--- src/common/power_state_pkg.sv ---
/*
  Shared constants and types for the power-state sequencer.
  Assumes a single 20 MHz system clock and an active-high async reset.
*/
// Functional notes
// - Rising chip enable restarts into the active state while battery and pad supply are good.
// - After battery power cycle, enable rising edge restarts into active.
// - Enable held low means regulator-off state, all clocks stopped.
// - Loss of the I/O pad supply forces the regulator-off state.
// - Leave regulator-off only on battery reset, enable rise, or pad restore.
// - Pad supply loss, overcurrent or overtemperature change the power state.
// - Host commands may request power state transitions.
// - After an inactivity period the device enters standby by itself.
// - Standby keeps interface state and the wake-up counter clock running.
// - Standby wakes on host, link, detector, counter, temperature, GPIO, protection.
// - Active state runs all clocks and needs the external clock present.
// - Transmitter supply configuration lives in non-volatile memory.
// - Host interface and internal blocks work independent of transmitter.
// - Direct supply disables power control, current sense and overcurrent.
// - Multi-byte values are read least significant byte first.
package power_state_pkg;

  // Power states.
  typedef enum logic [1:0] {
    ST_POWER_OFF = 2'b00,
    ST_REG_OFF = 2'b01,
    ST_STANDBY = 2'b10,
    ST_ACTIVE = 2'b11
  } power_state_t;

  // Host power commands.
  localparam logic [1:0] CMD_NONE = 2'h0;
  localparam logic [1:0] CMD_STANDBY = 2'h1;
  localparam logic [1:0] CMD_ACTIVE = 2'h2;
  localparam logic [1:0] CMD_REG_OFF = 2'h3;

  // Calibration sequence values.
  localparam logic [7:0] CAL_CELL_FIRST = 8'h00;
  localparam logic [7:0] CAL_TRIGGER_VAL = 8'h01;
  localparam logic [7:0] CAL_CELL_LAST = 8'h02;

  // Inactivity time before automatic standby.
  localparam int CLK_HZ = 20000000;
  localparam int IDLE_TIME_US = 100;
  localparam int IDLE_CYCLES = (IDLE_TIME_US * (CLK_HZ / 1000000));

  // Default of the stored supply configuration (regulator in use); supply_reg has no reset and never loads it.
  localparam logic SUPPLY_CFG_RESET = 1'b1;

  // Width of the multi-byte configuration read.
  localparam int CFG_BYTES = 4;

endpackage : power_state_pkg

--- src/hw/pin_sync.sv ---
/*
  Three-stage pin synchroniser with agreement filter.
  Assumes the input is asynchronous to i_sys_clk.
*/
`timescale 1ns/1ps
module pin_sync (
  input wire logic i_sys_clk, // System clock.
  input wire logic i_rst, // Async reset, active high.
  input wire logic i_pin, // Raw pin level.
  output logic o_level // Filtered level.
);

  logic s1_reg;
  logic s2_reg;
  logic s3_reg;
  logic lvl_reg;
  logic lvl_next;

  // Update the output only when the second and third stages agree.
  always_comb begin
    lvl_next = lvl_reg;
    if (s2_reg == s3_reg) begin
      lvl_next = s3_reg;
    end
  end

  // Register chain; reset values are constants.
  always_ff @(posedge i_sys_clk or posedge i_rst) begin
    if (i_rst) begin
      s1_reg <= 1'b0;
      s2_reg <= 1'b0;
      s3_reg <= 1'b0;
      lvl_reg <= 1'b0;
    end else begin
      s1_reg <= i_pin;
      s2_reg <= s1_reg;
      s3_reg <= s2_reg;
      lvl_reg <= lvl_next;
    end
  end

  assign o_level = lvl_reg;

endmodule : pin_sync

--- src/hw/power_state_sequencer.sv ---
/*
  Power-state sequencer: off, regulator-off, standby and active states,
  field enable gating, supply-configuration feature gating and a
  little-endian configuration reader.
  Assumes pins arrive asynchronous; event inputs are on i_sys_clk.
*/
`timescale 1ns/1ps
module power_state_sequencer
  import power_state_pkg::*;
#(
  parameter int IDLE_LIMIT = IDLE_CYCLES,
  parameter int NBYTES = CFG_BYTES
) (
  input wire logic i_sys_clk, // System clock, 20 MHz.
  input wire logic i_rst, // Async reset, active high.
  input wire logic i_chip_enable_input, // Enable pin, async.
  input wire logic i_battery_good, // Main battery present, async.
  input wire logic i_io_pad_supply_good, // Pad supply present, async.
  input wire logic i_ext_clk_ok, // External clock present, async.
  input wire logic i_tx_overcurrent, // Overcurrent event pulse.
  input wire logic i_overtemp, // Overtemperature level.
  input wire logic i_host_cmd_valid, // Host power command strobe.
  input wire logic [1:0] i_host_cmd, // Host power command code.
  input wire logic i_activity, // Any internal activity this cycle.
  input wire logic i_wake_host_if, // Host interface activity.
  input wire logic i_wake_single_wire_link, // Link traffic.
  input wire logic i_wake_low_power_detector, // Detector event.
  input wire logic i_wake_counter_expired, // Wake-up counter expiry.
  input wire logic i_wake_gpio, // General-purpose input event.
  input wire logic i_wake_receive_protection_event, // Receive protection.
  input wire logic i_cal_wr, // Calibration-path write strobe.
  input wire logic i_cal_sel_trigger, // 1: trigger register, 0: cell.
  input wire logic [7:0] i_cal_data, // Calibration write data.
  input wire logic i_supply_cfg_wr, // Store supply configuration.
  input wire logic i_supply_cfg_regulator, // 1: regulator used.
  input wire logic i_supply_cfg_matches, // Config matches wiring.
  input wire logic i_field_req, // Host asks for RF field.
  input wire logic i_cfg_rd_start, // Start configuration read.
  input wire logic [7:0] i_cfg_byte, // Byte at current read address.
  output logic [1:0] o_state, // Current power state.
  output logic o_main_clk_en, // All internal clocks enabled.
  output logic o_wake_clk_en, // Wake-up counter clock enabled.
  output logic o_low_power_mode, // Manager in low-power mode.
  output logic o_hold_interfaces, // Freeze external interfaces.
  output logic o_field_on, // RF field enabled.
  output logic o_calibrated, // Calibration done.
  output logic o_dynamic_power_control_en, // Power control available.
  output logic o_current_meas_en, // Current measurement available.
  output logic o_overcurrent_prot_en, // Overcurrent protection on.
  output logic [1:0] o_cfg_addr, // Configuration byte address.
  output logic [8*CFG_BYTES-1:0] o_cfg_value, // Assembled value.
  output logic o_cfg_done // Read complete pulse.
);

  localparam int CW = $clog2(IDLE_LIMIT + 1);
  localparam logic [CW-1:0] IDLE_MAX = CW'(IDLE_LIMIT);
  localparam logic [1:0] LAST_BYTE = 2'(NBYTES - 1);

  //--------------------------------------------------------------
  // Pin synchronisers
  //--------------------------------------------------------------
  logic en_lvl;
  logic bat_lvl;
  logic pad_lvl;
  logic xclk_lvl;

  pin_sync u_en (.i_sys_clk(i_sys_clk), .i_rst(i_rst),
    .i_pin(i_chip_enable_input), .o_level(en_lvl));
  pin_sync u_bat (.i_sys_clk(i_sys_clk), .i_rst(i_rst),
    .i_pin(i_battery_good), .o_level(bat_lvl));
  pin_sync u_pad (.i_sys_clk(i_sys_clk), .i_rst(i_rst),
    .i_pin(i_io_pad_supply_good), .o_level(pad_lvl));
  pin_sync u_xclk (.i_sys_clk(i_sys_clk), .i_rst(i_rst),
    .i_pin(i_ext_clk_ok), .o_level(xclk_lvl));

  //--------------------------------------------------------------
  // Edge detection of filtered levels
  //--------------------------------------------------------------
  logic en_d_reg;
  logic bat_d_reg;
  logic pad_d_reg;
  logic ot_d_reg;
  logic en_rise;
  logic bat_rise;
  logic pad_rise;
  logic pad_fall;
  logic ot_clear;

  // Edges of synchronised levels and of the temperature flag.
  assign en_rise = en_lvl & ~en_d_reg;
  assign bat_rise = bat_lvl & ~bat_d_reg;
  assign pad_rise = pad_lvl & ~pad_d_reg;
  assign pad_fall = ~pad_lvl & pad_d_reg;
  assign ot_clear = ~i_overtemp & ot_d_reg;

  // Previous-level registers.
  always_ff @(posedge i_sys_clk or posedge i_rst) begin
    if (i_rst) begin
      en_d_reg <= 1'b0;
      bat_d_reg <= 1'b0;
      pad_d_reg <= 1'b0;
      ot_d_reg <= 1'b0;
    end else begin
      en_d_reg <= en_lvl;
      bat_d_reg <= bat_lvl;
      pad_d_reg <= pad_lvl;
      ot_d_reg <= i_overtemp;
    end
  end

  //--------------------------------------------------------------
  // Power state machine
  //--------------------------------------------------------------
  power_state_t state_reg;
  power_state_t state_next;
  logic [CW-1:0] idle_reg;
  logic [CW-1:0] idle_next;
  logic bat_cycled_reg;
  logic bat_cycled_next;
  logic wake_any;
  logic cmd_ok;

  // Standby wake sources, including temperature back to normal.
  assign wake_any = i_wake_host_if | i_wake_single_wire_link |
    i_wake_low_power_detector | i_wake_counter_expired | i_wake_gpio |
    i_wake_receive_protection_event | ot_clear;
  assign cmd_ok = i_host_cmd_valid & en_lvl;

  // Next state; battery loss first, then enable low and pad loss, take priority over everything else.
  always_comb begin
    state_next = state_reg;
    idle_next = idle_reg;
    bat_cycled_next = bat_cycled_reg;
    if (!bat_lvl) begin
      state_next = ST_POWER_OFF;
      bat_cycled_next = 1'b1;
    end else if (!en_lvl) begin
      state_next = ST_REG_OFF;
    end else if (!pad_lvl) begin
      state_next = ST_REG_OFF;
    end else if (en_rise) begin
      state_next = ST_ACTIVE;
      bat_cycled_next = 1'b0;
    end else begin
      case (state_reg)
        ST_POWER_OFF: begin
          // Battery restored: wait in regulator-off for the enable edge.
          state_next = ST_REG_OFF;
        end
        ST_REG_OFF: begin
          if (pad_rise || (bat_rise && !bat_cycled_reg)) begin
            state_next = ST_ACTIVE;
          end
        end
        ST_STANDBY: begin
          if (wake_any || (cmd_ok && i_host_cmd == CMD_ACTIVE)) begin
            state_next = ST_ACTIVE;
          end else if (cmd_ok && i_host_cmd == CMD_REG_OFF) begin
            state_next = ST_REG_OFF;
          end
        end
        ST_ACTIVE: begin
          if (i_tx_overcurrent || i_overtemp) begin
            state_next = ST_STANDBY;
          end else if (cmd_ok && i_host_cmd == CMD_STANDBY) begin
            state_next = ST_STANDBY;
          end else if (cmd_ok && i_host_cmd == CMD_REG_OFF) begin
            state_next = ST_REG_OFF;
          end else if (idle_reg == IDLE_MAX) begin
            state_next = ST_STANDBY;
          end
        end
        default: begin
          state_next = ST_REG_OFF;
        end
      endcase
    end
    // Inactivity counter runs only while active.
    if (state_next != ST_ACTIVE || state_reg != ST_ACTIVE || i_activity) begin
      idle_next = '0;
    end else if (idle_reg != IDLE_MAX) begin
      idle_next = idle_reg + CW'(1);
    end
  end

  // State registers.
  always_ff @(posedge i_sys_clk or posedge i_rst) begin
    if (i_rst) begin
      state_reg <= ST_POWER_OFF;
      idle_reg <= '0;
      bat_cycled_reg <= 1'b0;
    end else begin
      state_reg <= state_next;
      idle_reg <= idle_next;
      bat_cycled_reg <= bat_cycled_next;
    end
  end

  // Clock and mode controls decoded from the state; the main clock also needs the external clock.
  assign o_state = state_reg;
  assign o_main_clk_en = (state_reg == ST_ACTIVE) & xclk_lvl;
  assign o_wake_clk_en = (state_reg == ST_ACTIVE) ||
    (state_reg == ST_STANDBY);
  assign o_low_power_mode = (state_reg == ST_STANDBY);
  assign o_hold_interfaces = (state_reg == ST_STANDBY);

  //--------------------------------------------------------------
  // Calibration tracking and field gating
  //--------------------------------------------------------------
  logic [1:0] cal_step_reg;
  logic [1:0] cal_step_next;
  logic supply_reg;
  logic supply_next;
  logic field_reg;
  logic field_next;

  // Calibration step tracker follows the three ordered writes.
  always_comb begin
    cal_step_next = cal_step_reg;
    if (i_cal_wr) begin
      if (!i_cal_sel_trigger && i_cal_data == CAL_CELL_FIRST) begin
        cal_step_next = 2'h1;
      end else if (i_cal_sel_trigger && i_cal_data == CAL_TRIGGER_VAL &&
                   cal_step_reg == 2'h1) begin
        cal_step_next = 2'h2;
      end else if (!i_cal_sel_trigger && i_cal_data == CAL_CELL_LAST &&
                   cal_step_reg == 2'h2) begin
        cal_step_next = 2'h3;
      end else if (cal_step_reg != 2'h3) begin
        cal_step_next = 2'h0;
      end
    end
  end

  // Supply configuration store, writable in any powered state.
  always_comb begin
    supply_next = supply_reg;
    if (i_supply_cfg_wr) begin
      supply_next = i_supply_cfg_regulator;
    end
  end

  // Field only in active, after calibration and matching supply config.
  always_comb begin
    field_next = i_field_req & (state_reg == ST_ACTIVE) &
      (cal_step_reg == 2'h3) & i_supply_cfg_matches;
  end

  // Calibration and field registers.
  always_ff @(posedge i_sys_clk or posedge i_rst) begin
    if (i_rst) begin
      cal_step_reg <= 2'h0;
      field_reg <= 1'b0;
    end else begin
      cal_step_reg <= cal_step_next;
      field_reg <= field_next;
    end
  end

  // Supply configuration models non-volatile storage: no reset term.
  always_ff @(posedge i_sys_clk) begin
    supply_reg <= supply_next;
  end

  assign o_field_on = field_reg;
  assign o_calibrated = (cal_step_reg == 2'h3);
  assign o_dynamic_power_control_en = supply_reg == 1'b1;
  assign o_current_meas_en = supply_reg == 1'b1;
  assign o_overcurrent_prot_en = supply_reg == 1'b1;

  //--------------------------------------------------------------
  // Little-endian configuration reader
  //--------------------------------------------------------------
  logic rd_busy_reg;
  logic rd_busy_next;
  logic [1:0] addr_reg;
  logic [1:0] addr_next;
  logic [8*CFG_BYTES-1:0] val_reg;
  logic [8*CFG_BYTES-1:0] val_next;
  logic done_reg;
  logic done_next;

  // Lower address first; each byte lands in the next higher lane.
  always_comb begin
    rd_busy_next = rd_busy_reg;
    addr_next = addr_reg;
    val_next = val_reg;
    done_next = 1'b0;
    if (!rd_busy_reg) begin
      if (i_cfg_rd_start) begin
        rd_busy_next = 1'b1;
        addr_next = 2'h0;
      end
    end else begin
      val_next[addr_reg*8 +: 8] = i_cfg_byte;
      if (addr_reg == LAST_BYTE) begin
        rd_busy_next = 1'b0;
        done_next = 1'b1;
      end else begin
        addr_next = addr_reg + 2'h1;
      end
    end
  end

  // Reader registers.
  always_ff @(posedge i_sys_clk or posedge i_rst) begin
    if (i_rst) begin
      rd_busy_reg <= 1'b0;
      addr_reg <= 2'h0;
      val_reg <= '0;
      done_reg <= 1'b0;
    end else begin
      rd_busy_reg <= rd_busy_next;
      addr_reg <= addr_next;
      val_reg <= val_next;
      done_reg <= done_next;
    end
  end

  assign o_cfg_addr = addr_reg;
  assign o_cfg_value = val_reg;
  assign o_cfg_done = done_reg;
endmodule : power_state_sequencer

--- config.mk ---
export PLATFORM = sky130hd
export DESIGN_NAME = power_state_sequencer
export DESIGN_NICKNAME = d
export VERILOG_FILES = /design/src/common/power_state_pkg.sv /design/src/hw/pin_sync.sv /design/src/hw/power_state_sequencer.sv
export SDC_FILE = /design/constraint.sdc
export NUM_CORES = 1
export LEC_CHECK = 0
export ABC_AREA = 1
export BUFFER_PORTS_ARGS = -buffer_cell sky130_fd_sc_hd__buf_4
export CAP_MARGIN = 40
export CORE_UTILIZATION = 52
export DETAILED_ROUTE_END_ITERATION = 8
export GPL_TIMING_DRIVEN = 0
export HOLD_SLACK_MARGIN = 0.03
export PLACE_DENSITY = 0.79
export SYNTH_ARGS = -nofsm -noshare
export SYNTH_HDL_FRONTEND = slang
export SYNTH_SLANG_ARGS = --single-unit
--- constraint.sdc ---
create_clock -name i_sys_clk -period 3.2 [get_ports i_sys_clk]
set_input_delay 0.64 -clock i_sys_clk [delete_from_list [all_inputs] [get_ports i_sys_clk]]
set_output_delay 0.64 -clock i_sys_clk [all_outputs]
set_load 0.005 [all_outputs]
======== Yosys cells after proc, flatten, opt, wreduce, memory -nomap -nowiden ========
Index checks and enable logic that the tools add are counted.
storage, ports and cells
  bits in registers ....................... 74
  bits of input ports ..................... 41
  output and inout bits ................... 46
  word-level logic and storage cells ...... 135
operators by class
  $add $sub $neg .......................... 3
  equality and inequality tests ........... 25
  shift-type cells ........................ 2
  muxes and demuxes ....................... 31
  bitwise logic cells ..................... 19
  reductions and logical operators ........ 25
operator list
  cell                     number
  $mux 2                   18
  $neg 5->34               1
  $shift 8x34->32 const A  1
  $shiftx 8x34->32         1
  $bwmux 32                1
  $mux 11                  2
  $eq 2x2->1 const B       7
  $ne 2x2->1 const B       6
  $add 11x1->11 const B    1
  $eq 11x11->1 const B     1
  $ne 11x11->1 const B     1
  $and 1x1->1              9
  $logic_and 1x1->1        9
  $mux 1                   9
  $eq 8x1->1 const B       1
  $eq 8x2->1 const B       1
  $logic_not 8->1          1
  $pmux 2 s4               1
  $eq 2x1->1 const B       3
  $logic_or 1x1->1         6
  $or 1x1->1               6
  $eq 1x1->1               4
  $not 1->1                4
  $reduce_and 2->1         2
  other kinds (7)          9

======== Depth between registers and ports, before layout ========
  depth after elaboration ................. 17
  gate-level depth with buffers ........... 14
  depth with buffers taken out ............ 13

======== By module ========
Synthesis repeated with hierarchy kept, for this count alone.
second synthesis, totals
  cells, all modules ...................... 349
  area total of the unflattened synthesis .. 3206.8 sq um
modules (own cells, without submodules)
  module                 instances  cells an instance  area an instance (sq um)  seq. area each (sq um)
  power_state_sequencer  1          313                2726.4                    1456.4
  pin_sync               4          9                  120.1                     100.1

======== Worst setup path after synthesis ========
Ideal clock, no wire load.
  path kind ............................... reg-to-reg
  start ................................... reg addr_reg[0], in the netlist o_cfg_addr[0]
  end ..................................... reg val_reg[0], in the netlist o_cfg_value[0]
  library setup time ...................... 0.074 ns
  data arrival time ....................... 1.833 ns
  slack ................................... 1.293 ns
  stages on the path, launching flop included .. 7
  path buffers ............................ 2
  cell sequence ........................... dfrtp_1 > buf_2 > inv_1 > ha_1 > or4_1 > buf_2 > o21ai_2
between the ends
  longest elaborated chain between the ends .. 3
  elaborated cells on any way between the ends .. 4
  those cells by class .................... 1 x add/sub; 2 x shift; 1 x mux
RTL lines
  element                                                     line                          text
  from (decl)                                                 power_state_sequencer.sv:276  logic [1:0] addr_reg;
  from (signal assigned)                                      power_state_sequencer.sv:314  addr_reg <= addr_next;
  $neg 5->34 *                                                power_state_sequencer.sv:295  val_next[addr_reg*8 +: 8] = i_cfg_byte;
  $shiftx 8x34->32 / $shift 8x34->32 (equally long branches)  power_state_sequencer.sv:295
  $bwmux 32 *                                                 power_state_sequencer.sv:295
  to (signal assigned)                                        power_state_sequencer.sv:315  val_reg <= val_next;
  to (decl)                                                   power_state_sequencer.sv:278  logic [8*CFG_BYTES-1:0] val_reg;
Every way passes the cells marked *; elsewhere a longest branch is shown, timed or not.
A chain may end at the register's enable or synchronous reset.

======== Worst setup path in the final report ========
  start ................................... reg addr_reg[0], in the netlist o_cfg_addr[0]
  end ..................................... reg val_reg[5], in the netlist o_cfg_value[5]
Same word-level chain as after synthesis.

==> flow_metrics.env <==
export IMPL_layout_commonest_cell="buf_4"
export IMPL_fin_crit_sh_pct=66.4
export IMPL_path_cells="buf_2 > inv_1 > ha_1 > or4_1 > buf_2 > o21ai_2"
export IMPL_worstHoldPathType="in -> async"
export IMPL_portBuffers=86
export IMPL_nFillCells=445
export IMPL_numCtsBuffers=9
export IMPL_yosys_warnings=0
export IMPL_grt_busiest_layer="met2"
export IMPL_post_cts_buffers=0
export IMPL_critPathKind="reg -> reg"
export IMPL_drt_iter0_markers=77
export IMPL_drive_gt1_share_pct=33.9
export IMPL_clk_pin_slew_ps=80
export IMPL_drc=0
export IMPL_finalClockSkew_ps=9.50
export IMPL_async_flop_share_pct=98.6
export IMPL_root_buffer="clkbuf_8"
export IMPL_p_leak_nw=2.08
export IMPL_cts_hold_buf=0
export IMPL_met3_usage_pct=8.65
export IMPL_syn_to_final_growth_pct=30.4
export IMPL_crit_fanout=10
export IMPL_synth_cell_area_um2=3250
export IMPL_cp_top_family="buffers and inverters"
export IMPL_initial_core_util_pct=54.3
export IMPL_max_freq_ghz=0.471
export IMPL_grt_overflow_total=0
export IMPL_drtPass1Iterations=4
export IMPL_antenna_found_initial=0
export IMPL_required_ps=3480
export IMPL_synth_seq_area_share_pct=57.1
export IMPL_ys_flop_type="dfrtp_1"
export IMPL_slowest_stage="or4_1"
export IMPL_grt_max_degree=63
export IMPL_hold_violations=0
export IMPL_status="completed"
export IMPL_synthCells=328
export IMPL_whs_ps=213
export IMPL_cpMostUsedCell="buf_2"
export IMPL_track_usage_pct=23.1
export IMPL_cts_resized_gates=0
export IMPL_start_kind="flop"
export IMPL_multiInputGateArea_um2=1170
export IMPL_htreeDepth=3
export IMPL_maxCapViolations=0
export IMPL_design_die_area_um2=6580
export IMPL_p_per_area_nw_per_um2=697
export IMPL_worst_skew_pair_late_latency_ps=340
export IMPL_max_stage_delay_ps=520
export IMPL_grt_pass1_vias=2549
export IMPL_vias=2574
export IMPL_routed_wl_um=6760
export IMPL_worst_pin_slew_ps=479
export IMPL_irDropWorstVdd_uv=492
export IMPL_final_cell_mix="91 x buf_4, 74 x nand2_1, 73 x dfrtp_1"
export IMPL_fin_crit_ps=2130
export IMPL_slew_viol_final=0
export IMPL_finalSetupViolCount=0
export IMPL_regArea_um2=1860
export IMPL_gp_congestion=0.860
export IMPL_antenna_cells=0
export IMPL_ys_ff_latch=74
export IMPL_cts_sinks=74
export IMPL_synth_area_per_cell_um2=9.92
export IMPL_viasPerCell=5.09
export IMPL_cp_end_kind="flop"
export IMPL_hpwl_um=4900
export IMPL_die_x_um=81.1
export IMPL_ios=87
export IMPL_die_h_um=81.1
export IMPL_wl_per_cell_um=13.4
export IMPL_slew_headroom_pct=67.8
export IMPL_crit_buf_inv=3
export IMPL_fp_row_count=28
export IMPL_power_total_mw=2.96
export IMPL_clock_path_buffers=2
export IMPL_design_core_area_um2=5990
export IMPL_ant_nets=0
export IMPL_largest_register_ffs=32
export IMPL_met1_usage_pct=26.2
export IMPL_yosysUniqueCellTypes=34
export IMPL_syn_nets=376
export IMPL_cts_tree="done"
export IMPL_grt_use_met2_pct=40.0
export IMPL_grt_pass1_wl_um=11200
export IMPL_nets=474
export IMPL_rsz0062_at_grt="false"
export IMPL_worstPathArrival_ps=2400
export IMPL_synth_edf_count=1
[metrics by stage]
stage                     setup TNS (ps)  setup slack [ps]  cell area (µm²)  instances  util (%)
after floorplan                        0               707             3250        328         -
after global placement             -6550             -93.8             3990        489      66.7
after detailed placement               0              1120             4020        490      67.2
after CTS                              0              1100             4240        506      70.8
after global routing                   0               956             4240        506      70.8
final                                  0              1070             4240        506      70.8
[metal layers]
layer	vias to the layer above	routed length [µm]
met4	0	39
met3	5	468
li1	1253	-
met2	76	3540
met5	-	0
met1	1240	2710
[synth_stat cells (7+ instances only)]
library cell	count	area share (%)
o21ai_2	8	2.2
o31ai_1	8	1.8
nand3_1	11	1.7
nor2_1	25	2.9
inv_1	34	3.9
xor2_1	9	2.4
dfrtp_1	73	56
nor3_2	10	3.1
ha_1	7	2.7
o21ai_0	21	3.2
nand2_1	74	8.5
[final cells by class]
class                           count  area share, %
Sequential cell                    74           43.8
Multi-Input combinational cell    205           27.5
Timing Repair Buffer               87           15.9
Inverter                           39           3.51
Clock buffer                       10           3.01
Tap cell                           75           2.21
Clock inverter                      6           2.15
Buffer                             10           1.95
[worst paths after layout]
check / cells after the start / slack (ps) / to / start
max: 6 / 1070 / o_cfg_value[5]$_DFFE_PP0P_ / o_cfg_addr[0]$_DFFE_PP0P_
min: 2 / 210 / idle_reg[10]$_DFFE_PP0P_ / i_rst
max reg2reg: 6 / 1070 / o_cfg_value[5]$_DFFE_PP0P_ / o_cfg_addr[0]$_DFFE_PP0P_
min reg2reg: 0 / 350 / u_en.s2_reg$_DFF_PP0_ / u_en.s1_reg$_DFF_PP0_
max in group asynchronous: 3 / 2470 / u_xclk.s3_reg$_DFF_PP0_ / i_rst
min in group i_sys_clk: 0 / 350 / u_en.s2_reg$_DFF_PP0_ / u_en.s1_reg$_DFF_PP0_
[cells by family after synthesis]
| kind of cell | synth area share (%) |
|---|---|
| AND/OR/NAND/NOR | 21.0 |
| flip-flops | 57.1 |
| buffers and inverters | 7.04 |
| AO/OA/AOI/OAI | 8.34 |
| adder cells (fa/ha/maj) | 3.92 |
| XOR/XNOR | 2.69 |
[report_power, final]
part / leakage (nW) / switching (mW) / internal (mW) / total, mW
Sequential: 0.958 / 0.130 / 1.14 / 1.27
Clock: 0.110 / 0.341 / 0.442 / 0.783
Combinational: 1.01 / 0.478 / 0.428 / 0.905
Total: 2.08 / 0.949 / 2.01 / 2.96
(Power assumes the default switching activity.)
